### config.mk
export PLATFORM = sky130hd
export DESIGN_NAME = crp_core
export DESIGN_NICKNAME = d
export VERILOG_FILES = /design/src/crp_pkg.sv /design/src/crp_stack.sv /design/src/crp_core.sv
export VERILOG_INCLUDE_DIRS = /design/src
export SDC_FILE = /design/constraint.sdc
export NUM_CORES = 1
export LEC_CHECK = 0
export ABC_CLOCK_PERIOD_IN_PS = 3600
export BUFFER_PORTS_ARGS = -buffer_cell sky130_fd_sc_hd__buf_4
export CELL_PAD_IN_SITES_DETAIL_PLACEMENT = 0
export CELL_PAD_IN_SITES_GLOBAL_PLACEMENT = 1
export CORE_MARGIN = 8
export CORE_UTILIZATION = 46
export DETAILED_ROUTE_END_ITERATION = 7
export PLACE_DENSITY = 0.88
export SYNTH_ARGS = -nofsm -noshare
export SYNTH_HDL_FRONTEND = slang
export SYNTH_HIERARCHICAL = 1
export SYNTH_SLANG_ARGS = --single-unit
export TNS_END_PERCENT = 10
### constraint.sdc
create_clock -name clk_i -period 3.6 [get_ports clk_i]
set_clock_uncertainty 0.15 [all_clocks]
set_input_delay 0.18 -clock clk_i [delete_from_list [all_inputs] [get_ports clk_i]]
set_output_delay 0.18 -clock clk_i [all_outputs]
set_load 0.05 [all_outputs]
### src/crp_map.svh
// Address map, vector slots and sizes of the core register block.
// Assumes an 8-bit data space and a 12-bit program space.
`ifndef CRP_MAP_SVH
`define CRP_MAP_SVH
`define CRP_ADDR_XPTR     8'h80
`define CRP_ADDR_YPTR     8'h81
`define CRP_ADDR_VSD      8'h82
`define CRP_ADDR_WSD      8'h83
`define CRP_ADDR_ACC      8'hFF
`define CRP_IDX_NONE      3'h7
`define CRP_NREG          5
`define CRP_VEC_RESET     12'hFFE
`define CRP_VEC_NMI       12'hFFC
`define CRP_VEC_IRQ_BASE  12'hFF0
`define CRP_USER_LO_SMALL 12'h880
`define CRP_USER_LO_LARGE 12'h080
`define CRP_USER_HI       12'hF9F
`define CRP_STACK_DEPTH   6
`define CRP_PC_W          12
`define CRP_NCTX          3
`endif

### src/crp_pkg.sv
// Types shared by the core register block and its users.
// Assumes crp_map.svh is on the include path.
`include "crp_map.svh"
package crp_pkg;
  // Flag context in use
  typedef enum logic [1:0] {CRP_CTX_NORMAL, CRP_CTX_IRQ, CRP_CTX_NMI} crp_ctx_t;
  // Program counter load source
  typedef enum logic [3:0] {
    CRP_PC_HOLD, CRP_PC_INC, CRP_PC_JUMP, CRP_PC_CALL, CRP_PC_BRANCH,
    CRP_PC_RET, CRP_PC_RETURN_FROM_INTERRUPT, CRP_PC_IRQ, CRP_PC_NMI
  } crp_pcop_t;
  // Data space addressing mode
  typedef enum logic [1:0] {CRP_DA_DIRECT, CRP_DA_SHORT, CRP_DA_BIT} crp_dmode_t;
  // Data space access from the sequencer
  typedef struct packed {
    logic       req;
    logic       wr;
    crp_dmode_t mode;
    logic [7:0] addr;
    logic [1:0] sd_sel;
    logic [2:0] bit_idx;
    logic       bit_val;
    logic [7:0] wdata;
  } crp_dacc_t;
  // One carry/zero pair
  typedef struct packed {
    logic carry;
    logic zero;
  } crp_flag_t;
  // Flag update from the arithmetic unit
  typedef struct packed {
    logic       we;
    logic       carry;
    logic [7:0] result;
  } crp_alu_t;
  // Program counter request
  typedef struct packed {
    crp_pcop_t                op;
    logic [`CRP_PC_W-1:0]     target;
    logic [7:0]               offset;
    logic [1:0]               irq_line;
  } crp_pcreq_t;
endpackage : crp_pkg

### src/crp_stack.sv
// Hardware return stack, shift-register style, no pointer into memory.
// Assumes push and pop are never asserted together.
`include "crp_map.svh"
module crp_stack #(
  parameter int DEPTH = `CRP_STACK_DEPTH,
  parameter int W     = `CRP_PC_W
) (
  input  wire logic         clk_i,
  input  wire logic         nrst_i,
  input  wire logic         push_i,
  input  wire logic         pop_i,
  input  wire logic [W-1:0] din_i,
  output logic      [W-1:0] top_o,
  output logic              empty_o
);
  logic [W-1:0] stk_reg [DEPTH];   // Entry 0 is the top
  logic [3:0]   cnt_reg;           // Live entries, saturates at DEPTH

  // Entry 0 takes the pushed value or the one below on a pop
  always_ff @(posedge clk_i or negedge nrst_i) begin
    if (!nrst_i) begin
      stk_reg[0] <= '0;
    end else if (push_i) begin
      stk_reg[0] <= din_i;
    end else if (pop_i && !empty_o) begin
      stk_reg[0] <= stk_reg[1];
    end
  end

  // Deeper entries shift; the oldest falls off the bottom on overflow
  for (genvar i = 1; i < DEPTH; i++) begin : g_lvl
    always_ff @(posedge clk_i or negedge nrst_i) begin
      if (!nrst_i) begin
        stk_reg[i] <= '0;
      end else if (push_i) begin
        stk_reg[i] <= stk_reg[i-1];
      end else if (pop_i && !empty_o) begin
        stk_reg[i] <= (i == DEPTH-1) ? stk_reg[i] : stk_reg[(i+1) % DEPTH];
      end
    end
  end

  // Depth count stays at its ends instead of wrapping
  always_ff @(posedge clk_i or negedge nrst_i) begin
    if (!nrst_i) begin
      cnt_reg <= '0;
    end else if (push_i && cnt_reg != 4'(DEPTH)) begin
      cnt_reg <= cnt_reg + 4'h1;
    end else if (pop_i && cnt_reg != 4'h0) begin
      cnt_reg <= cnt_reg - 4'h1;
    end
  end

  assign top_o   = stk_reg[0];
  assign empty_o = (cnt_reg == 4'h0);
endmodule : crp_stack

### src/crp_core.sv
// Programmer-visible core state: mapped registers, program counter,
// banked flags and vector loading.
// Assumes the sequencer holds requests only while busy_o is low and that
// program memory returns pm_data_i one clock after pm_rd_o.
`include "crp_map.svh"

// How it works
// - Accumulator readable and writable at FFh
// - Index pointers at 80h and 81h
// - Short-direct registers at 82h and 83h
// - Short-direct selector reaches all four registers
// - Twelve-bit program counter covers 4096 bytes
// - Program counter increments on an increment request or on a return with the stack empty
// - Branch adds signed offset to counter
// - Counter loads jump, call, vector or stack
// - Vectors at FFEh, FFCh and FF0h-FF7h
// - Flag counter outside user program space
// - Three carry/zero pairs kept separately
// - Interrupt switches pair; return restores previous
// - Pairs keep values across context switches
// - Only the active pair is seen or updated
// - Six-entry return stack pushes and pops counter
// - Overflow drops oldest; empty return just continues
// - Reset starts in non-maskable context
// - Zero from result, carry from arithmetic unit
module crp_core #(
  parameter bit LARGE_MEM = 1'b1      // Selects the user space lower bound
) (
  input  wire logic                 clk_i,
  input  wire logic                 nrst_i,
  input  wire crp_pkg::crp_dacc_t   dacc_i,       // Data space access
  input  wire crp_pkg::crp_alu_t    alu_i,        // Flag update
  input  wire crp_pkg::crp_pcreq_t  pcreq_i,      // Counter request
  input  wire logic [7:0]           pm_data_i,    // Program memory byte
  output logic [7:0]                rdata_o,      // Read data
  output logic                      hit_o,        // Access hit this block
  output logic [`CRP_PC_W-1:0]      pc_o,         // Program counter
  output logic                      pc_resv_o,    // Counter in reserved space
  output logic                      pm_rd_o,      // Program memory read
  output logic [`CRP_PC_W-1:0]      pm_addr_o,    // Program memory address
  output logic                      busy_o,       // Vector fetch in progress
  output crp_pkg::crp_flag_t        flag_o,       // Active flag pair
  output crp_pkg::crp_ctx_t         ctx_o,        // Active context
  output logic                      stk_empty_o   // Return stack empty
);
  import crp_pkg::*;

  typedef enum logic [1:0] {CRP_ST_RUN, CRP_ST_VLO, CRP_ST_VHI, CRP_ST_VEND} crp_state_t;

  logic [7:0]          dreg_reg [`CRP_NREG];    // 80h..83h then FFh
  crp_flag_t           flag_reg [`CRP_NCTX];    // One pair per context
  crp_state_t          state_reg;               // Vector fetch sequencer
  crp_state_t          state_next;
  logic [`CRP_PC_W-1:0] pc_reg;                 // Counter
  logic [`CRP_PC_W-1:0] pc_next;
  logic [7:0]          vlo_reg;                 // Captured vector low byte
  crp_ctx_t            ctx_reg;                 // Active context
  crp_ctx_t            ctx_next;
  crp_ctx_t            irq_prev_reg;            // Context to resume after irq
  crp_ctx_t            nmi_prev_reg;            // Context to resume after nmi
  logic                run;                     // Requests accepted
  logic                push;                    // Stack push
  logic                pop;                     // Stack pop
  logic [`CRP_PC_W-1:0] stk_top;                // Top return address
  logic                stk_empty;               // Stack has no entries
  logic [7:0]          eff_addr;                // Effective data address
  logic [2:0]          idx;                     // Register index or none
  logic [7:0]          wval;                    // Value to write

  // Short-direct selector to data address; X and Y are selectable too
  function automatic logic [7:0] sd_addr(input logic [1:0] sel);
    case (sel)
      2'h0:    sd_addr = `CRP_ADDR_XPTR;
      2'h1:    sd_addr = `CRP_ADDR_YPTR;
      2'h2:    sd_addr = `CRP_ADDR_VSD;
      default: sd_addr = `CRP_ADDR_WSD;
    endcase
  endfunction : sd_addr

  // Data address to register index
  function automatic logic [2:0] reg_idx(input logic [7:0] a);
    case (a)
      `CRP_ADDR_XPTR: reg_idx = 3'h0;
      `CRP_ADDR_YPTR: reg_idx = 3'h1;
      `CRP_ADDR_VSD:  reg_idx = 3'h2;
      `CRP_ADDR_WSD:  reg_idx = 3'h3;
      `CRP_ADDR_ACC:  reg_idx = 3'h4;
      default:        reg_idx = `CRP_IDX_NONE;
    endcase
  endfunction : reg_idx

  // Reserved program space test; vector slots are fetched, not run
  function automatic logic pc_reserved(input logic [`CRP_PC_W-1:0] a);
    logic [`CRP_PC_W-1:0] lo;
    lo = LARGE_MEM ? `CRP_USER_LO_LARGE : `CRP_USER_LO_SMALL;
    pc_reserved = (a < lo) || (a > `CRP_USER_HI);
  endfunction : pc_reserved

  // Branch sum formed as a twelve-bit signed add
  function automatic logic [`CRP_PC_W-1:0] alu_add(input logic [`CRP_PC_W-1:0] a,
                                                  input logic [7:0] off);
    alu_add = a + {{(`CRP_PC_W-8){off[7]}}, off};
  endfunction : alu_add

  assign run = (state_reg == CRP_ST_RUN);

  // Data access decode: short mode picks from the selector
  always_comb begin
    eff_addr = (dacc_i.mode == CRP_DA_SHORT) ? sd_addr(dacc_i.sd_sel) : dacc_i.addr;
    idx      = reg_idx(eff_addr);
    wval     = dacc_i.wdata;
    if (dacc_i.mode == CRP_DA_BIT && idx != `CRP_IDX_NONE) begin
      wval = dreg_reg[idx];
      wval[dacc_i.bit_idx] = dacc_i.bit_val;
    end
  end

  // Each mapped register takes writes at its own address
  for (genvar r = 0; r < `CRP_NREG; r++) begin : g_dreg
    always_ff @(posedge clk_i or negedge nrst_i) begin
      if (!nrst_i) begin
        dreg_reg[r] <= 8'h00;
      end else if (dacc_i.req && dacc_i.wr && idx == 3'(r)) begin
        dreg_reg[r] <= wval;
      end
    end
  end

  // Read port answers one clock after the request
  always_ff @(posedge clk_i or negedge nrst_i) begin
    if (!nrst_i) begin
      rdata_o <= 8'h00;
      hit_o   <= 1'b0;
    end else begin
      hit_o   <= dacc_i.req && (idx != `CRP_IDX_NONE);
      rdata_o <= (dacc_i.req && !dacc_i.wr && idx != `CRP_IDX_NONE) ? dreg_reg[idx] : 8'h00;
    end
  end

  // Vector fetch sequencer; reset starts a fetch straight away
  always_comb begin
    state_next = state_reg;
    case (state_reg)
      CRP_ST_RUN:  if (pcreq_i.op == CRP_PC_IRQ || pcreq_i.op == CRP_PC_NMI) begin
                     state_next = CRP_ST_VLO;
                   end
      CRP_ST_VLO:  state_next = CRP_ST_VHI;
      CRP_ST_VHI:  state_next = CRP_ST_VEND;
      CRP_ST_VEND: state_next = CRP_ST_RUN;
      default:     state_next = CRP_ST_RUN;
    endcase
  end

  always_ff @(posedge clk_i or negedge nrst_i) begin
    if (!nrst_i) begin
      state_reg <= CRP_ST_VLO;
    end else begin
      state_reg <= state_next;
    end
  end

  // Program memory port walks the two vector bytes
  always_ff @(posedge clk_i or negedge nrst_i) begin
    if (!nrst_i) begin
      pm_rd_o   <= 1'b1;
      pm_addr_o <= `CRP_VEC_RESET;
    end else if (run && pcreq_i.op == CRP_PC_NMI) begin
      pm_rd_o   <= 1'b1;
      pm_addr_o <= `CRP_VEC_NMI;
    end else if (run && pcreq_i.op == CRP_PC_IRQ) begin
      pm_rd_o   <= 1'b1;
      pm_addr_o <= `CRP_VEC_IRQ_BASE + {9'h000, pcreq_i.irq_line, 1'b0};
    end else if (state_reg == CRP_ST_VLO) begin
      pm_addr_o <= pm_addr_o + 12'h001;
    end else begin
      pm_rd_o   <= 1'b0;
    end
  end

  // Low byte of the vector is held until the high nibble arrives
  always_ff @(posedge clk_i or negedge nrst_i) begin
    if (!nrst_i) begin
      vlo_reg <= 8'h00;
    end else if (state_reg == CRP_ST_VHI) begin
      vlo_reg <= pm_data_i;
    end
  end

  // Stack moves only for accepted calls, interrupts and returns
  assign push = run && (pcreq_i.op == CRP_PC_CALL || pcreq_i.op == CRP_PC_IRQ ||
                        pcreq_i.op == CRP_PC_NMI);
  assign pop  = run && (pcreq_i.op == CRP_PC_RET || pcreq_i.op == CRP_PC_RETURN_FROM_INTERRUPT);

  crp_stack #(
    .DEPTH (`CRP_STACK_DEPTH),
    .W     (`CRP_PC_W)
  ) u_stack (
    .clk_i   (clk_i),
    .nrst_i  (nrst_i),
    .push_i  (push),
    .pop_i   (pop),
    .din_i   (pc_reg),
    .top_o   (stk_top),
    .empty_o (stk_empty)
  );

  // Counter source selection
  always_comb begin
    pc_next = pc_reg;
    if (state_reg == CRP_ST_VEND) begin
      pc_next = {pm_data_i[3:0], vlo_reg};
    end else if (run) begin
      case (pcreq_i.op)
        CRP_PC_INC:    pc_next = pc_reg + 12'h001;
        CRP_PC_JUMP,
        CRP_PC_CALL:   pc_next = pcreq_i.target;
        CRP_PC_BRANCH: pc_next = alu_add(pc_reg, pcreq_i.offset);
        CRP_PC_RET,
        CRP_PC_RETURN_FROM_INTERRUPT:   pc_next = stk_empty ? pc_reg + 12'h001 : stk_top;
        default:       pc_next = pc_reg;
      endcase
    end
  end

  // Counter itself; twelve bits wrap at 4096
  always_ff @(posedge clk_i or negedge nrst_i) begin
    if (!nrst_i) begin
      pc_reg <= '0;
    end else begin
      pc_reg <= pc_next;
    end
  end

  // Context switching; a return from the bottom context stays there
  always_comb begin
    ctx_next = ctx_reg;
    if (run) begin
      case (pcreq_i.op)
        CRP_PC_IRQ:  ctx_next = CRP_CTX_IRQ;
        CRP_PC_NMI:  ctx_next = CRP_CTX_NMI;
        CRP_PC_RETURN_FROM_INTERRUPT: ctx_next = (ctx_reg == CRP_CTX_NMI) ? nmi_prev_reg :
                                (ctx_reg == CRP_CTX_IRQ) ? irq_prev_reg : ctx_reg;
        default:     ctx_next = ctx_reg;
      endcase
    end
  end

  // Each interrupt level remembers whom it interrupted
  always_ff @(posedge clk_i or negedge nrst_i) begin
    if (!nrst_i) begin
      ctx_reg      <= CRP_CTX_NMI;
      nmi_prev_reg <= CRP_CTX_NORMAL;
      irq_prev_reg <= CRP_CTX_NORMAL;
    end else begin
      ctx_reg <= ctx_next;
      if (run && pcreq_i.op == CRP_PC_NMI) begin
        nmi_prev_reg <= ctx_reg;
      end
      if (run && pcreq_i.op == CRP_PC_IRQ) begin
        irq_prev_reg <= ctx_reg;
      end
    end
  end

  // Only the active pair is written; the others hold untouched
  for (genvar c = 0; c < `CRP_NCTX; c++) begin : g_flag
    always_ff @(posedge clk_i or negedge nrst_i) begin
      if (!nrst_i) begin
        flag_reg[c] <= '0;
      end else if (alu_i.we && ctx_reg == crp_ctx_t'(c)) begin
        flag_reg[c].carry <= alu_i.carry;
        flag_reg[c].zero  <= (alu_i.result == 8'h00);
      end
    end
  end

  // Registered views; the flag view follows the context being entered
  always_ff @(posedge clk_i or negedge nrst_i) begin
    if (!nrst_i) begin
      flag_o      <= '0;
      ctx_o       <= CRP_CTX_NMI;
      busy_o      <= 1'b1;
      pc_o        <= '0;
      pc_resv_o   <= 1'b1;
      stk_empty_o <= 1'b1;
    end else begin
      ctx_o       <= ctx_next;
      busy_o      <= (state_next != CRP_ST_RUN);
      pc_o        <= pc_next;
      pc_resv_o   <= pc_reserved(pc_next);
      stk_empty_o <= stk_empty && !push;
      if (alu_i.we && ctx_next == ctx_reg) begin
        flag_o <= '{carry: alu_i.carry, zero: (alu_i.result == 8'h00)};
      end else begin
        flag_o <= flag_reg[ctx_next];
      end
    end
  end
endmodule : crp_core

---- Word-level counts from Yosys, hierarchy flattened ----
Index checks and enable logic that the tools add are counted.
operators by class
  add/subtract/negate cells ............... 6
  $lt $le $gt $ge ......................... 6
  eq/ne operators ......................... 30
  mux-type cells .......................... 43
  bitwise logic cells ..................... 2
  reduce and logical (&&, ||, !) cells .... 44
operator list
  cell                     count
  $mux W12                 16
  $pmux W12 S4             1
  $eq A8 B8 Y1 const B     5
  $mux W8                  5
  $add A12 B1 Y12 const B  2
  $bmux W8 S3              1
  $logic_and A1 B1 Y1      23
  $eq A4 B3 Y1 const B     4
  $pmux W3 S5              1
  $mux W2                  7
  $add A12 B12 Y12         1
  $gt A12 B12 Y1 const B   1
  $lt A12 B8 Y1 const B    1
  $pmux W2 S3              2
  $eq A2 B2 Y1 const B     5
  $bwmux W8                1
  $eq A2 B1 Y1 const B     4
  $eq A4 B2 Y1 const B     2
  $logic_not A8 Y1         1
  $mux W4                  2
  $pmux W2 S4              1
  $add A5 B4 Y6 const A    1
  $eq A3 B2 Y1 const B     2
  $logic_not A2 Y1         3
  other kinds (27)         39
word-level totals
  bits in registers ....................... 177
  input port bits ......................... 72
  output and inout bits ................... 41

---- Depth between registers and ports, before layout ----
  depth in word-level cells ............... 11
  gate-level depth with buffers ........... 13

---- By module ----
Netlist, hierarchy kept.
by module, submodules not included
  module     times used  cells an instance  area each (um^2)
  crp_core   1           648                6054.6
  crp_stack  1           322                3616.0

---- Least setup slack after synthesis ----
No wires, ideal clock.
  path kind ............................... reg-to-reg
  start point ............................. register, netlist name pc_o[0]
  end point ............................... register pc_resv_o
  data arrival time ....................... 2.702 ns
  required time ........................... 3.368 ns
  setup slack ............................. 0.666 ns
  stages on the path, launching flop included .. 11
  clock period less this slack ............ 2.934 ns
  cell sequence ........................... dfrtp_1 ha_1 fa_1 a21oi_1 o22ai_1 o41ai_1 xnor2_1 nand2_1 a21oi_1 nor4_1 mux2_2
RTL lines
  what                  RTL line         source
  end signal, assigned  crp_core.sv:290  pc_resv_o <= pc_reserved(pc_next);
  end, declared         crp_core.sv:38   output logic pc_resv_o,

==> flow_summary.toml <==
[power]
power_leakage_nw = 5.35
irDropWorstVdd_uv = 337
p_per_area_mw_per_mm2 = 742

[finish]
fillers = 1819
layout.nets = 1170
antenna_cells = 0
fin_cells = 1363
syn_to_final_growth_pct = 18.4
utilization = 0.550
drive_above_1_share = 0.221
largest_reg_flops = 60

[logic_synthesis]
synthTopCellsByArea = "dfrtp_1 (41%), mux2i_1 (7.5%), nand2_1 (4.8%)"
synth-main-ff-cell = "dfrtp_1"
yosysSeqAreaShare = 0.460
ys_ff_latch = 177
synth_fa_ha_area_frac = 0.0313
synthXorXnorAreaFrac = 0.0245
synth_top_area_cell = "dfrtp_1"
ys_types = 88
syn_area_per_cell_um2 = 9.97
muxShareOfSynthArea = 0.123
synth_area_mm2 = 0.00967
synth_top_area_frac = 0.414
syn_inst = 970
synthesis.nets = 1065
synth_top_family_by_area = "compound AO/OA/AOI/OAI gates"
yosys_warnings = 6
synth_edf_count = 0
synth_compound_area_frac = 0.159
synth_async_sr_flop_share = 1.00
synthSimpleGateAreaFrac = 0.155

[drt]
vias = 7524
wl_per_cell_um = 17.0
drtPass1Iterations = 6
routed_via_density = 5.52
m1WireLength_um = 10700
highest_layer = "met4"
ant_nets = 0
routed_wl_um = 23100
drt_iter0_markers = 518
route.met2.wl_um = 11000
drcViolationCount = 0
routed-wl-met3_um = 1140

[clocking]
ctsResizeCount = 0
clock_sinks = 177
postCtsSetupRepairBufs = 0
insertion_delay_ps = 430
cts_max_level = 4
clk_pin_slew_worst_paths_ps = 70
clockBufferDepth = 2
cts_made_buffers = 17
cts_tree = "built"
cts_root_buf = "clkbuf_16"

[job]
cap_violations = 0

[sta]
relSlewSlack = 0.463
rsz0062_at_grt = "false"
hold_viol_final = 0
slew_viol_final = 0
final-setup-viol-count = 0
worst_slew_pin_slew_ps = 805
min_period_ps = 3030
max_freq_ghz = 0.330
fin_crit_sh = 0.842
finalSetupTns_ps = 0

[floorplanning]
core_mm2 = 0.0208
fp.dieW_um = 161
dieArea_mm2 = 0.0259
ios = 113
fp-row-count = 53
start_util = 0.464
dieHeight_um = 161

[worst_setup_path]
start_kind = "register"
crit_type = "register to register"
crit_fanout = 7
cp.required_ps = 3800
end_kind = "register"
cp.arrival_ps = 3230

[global_route]
grt_pass1_vias = 7412
grt_max_degree = 136
antenna_found_initial = 0
grt_usage = 0.179
grt_pass1_wl_um = 38400
grt_overflow = 0

[status]
status = "completed"

[placed_design]
gp_congestion = 0.916
dp_hpwl_um = 16300
place_inst = 1312
portBuffers = 112

[hold_path]
holdCritPathClass = "input port to register"
[Yosys cell counts (all sizes together), types with 6 or more instances]
master	n
xor2	14
a31oi	7
ha	21
mux2i	77
xnor2	13
nand4	6
nand3	29
a222oi	7
a21oi	68
nor2b	12
o31ai	8
buf	38
dfstp	17
clkbuf	26
mux2	35
inv	17
and3	6
nor3b	9
nand2	123
nor2	78
nor3	13
o21ai	85
dfrtp	160
nand2b	6
[final timing paths]
| check | startpoint | endpoint | slack [ps] | cells past startpoint |
|---|---|---|---|---|
| min reg2reg | pm_rd_o | pm_rd_o | 330 | 2 |
| max in group asynchronous | nrst_i | state_reg[0] | 2150 | 3 |
| min | alu_i[9] | flag_reg[0] | 20 | 3 |
| max | pc_o[0] | pc_resv_o | 570 | 10 |
| min in group asynchronous | nrst_i | u_stack/stk_reg[34] | 200 | 2 |
| max reg2reg | pc_o[0] | pc_resv_o | 570 | 10 |
[per-stage QoR]
step                      setup WS, ps  total power [mW]  instance area, µm²  hold slack [ps]
after floorplan                    666              5.70                9670             -266
after global placement             710              6.51               10700              144
after detailed placement           609              6.60               10700              146
after CTS                          602              8.54               11400             5.92
after global routing               422              9.02               11400             21.6
final                              569              8.49               11400             24.4
[cells in the final DEF (no fill, tap or decap), types with 6 or more instances in the layout]
master	synthesis	layout
xor2_1	14	14
nand4_1	6	6
a222oi_1	7	7
nand3_1	29	29
nor3b_1	9	9
dfrtp_1	160	160
clkbuf_16	0	17
a21oi_1	68	68
mux2i_1	72	72
a31oi_1	7	7
o31ai_1	6	6
buf_4	13	128
xnor2_1	13	13
and3_1	6	6
o21ai_1	64	64
dlygate4sd3_1	0	19
ha_1	21	21
dfstp_2	17	17
nor2_1	78	78
o21ai_0	18	18
nor3_1	11	11
nor2b_1	11	10
mux2_2	33	33
inv_1	16	16
nand2b_1	6	6
nand2_1	123	123
[cell families after synthesis]
family,Yosys count
fa+ha+maj,23
xor+xnor,27
buf+inv,81
mux,112
compound gates,239
simple gates,311
flops,177
[worst max-delay path, cell delays in order (launching register included)]
cell and delay, ps:
dfrtp_1 500, ha_1 280, fa_1 420, a21oi_1 230
o22ai_1 120, o41ai_1 400, xnor2_1 160, nand2_1 60
a21oi_1 270, nor4_1 90, mux2_2 280
[where the power goes]
| part | switching [mW] | total, mW | internal [mW] |
|---|---|---|---|
| Clock | 0.788 | 1.88 | 1.09 |
| Combinational | 1.90 | 3.24 | 1.34 |
| Sequential | 0.674 | 3.37 | 2.69 |
| Total | 3.36 | 8.49 | 5.13 |
[layer usage]
metal | track usage | vias up
li1 | - | 3687
met1 | 0.246 | 3635
met2 | 0.283 | 183
met3 | 0.0311 | 19
met4 | 0.0551 | 0
met5 | 0 | -
[final cells by class]
class                      instances  area [µm²]  area share
multi-input combinational        712        4790       0.419
sequential                       177        4450       0.389
timing repair buffer             150        1200       0.105
clock buffer                      19         433      0.0378
tap                              275         344      0.0301
clock inverter                    13         160      0.0140
inverter                          17        63.8     0.00557
[timing repair]
item / CTS / global route
hold buffers: 19 / 0
hold endpoints to repair: 117 / 0
endpoints found under the setup margin: 0 / 0
(Power assumes the default switching activity.)
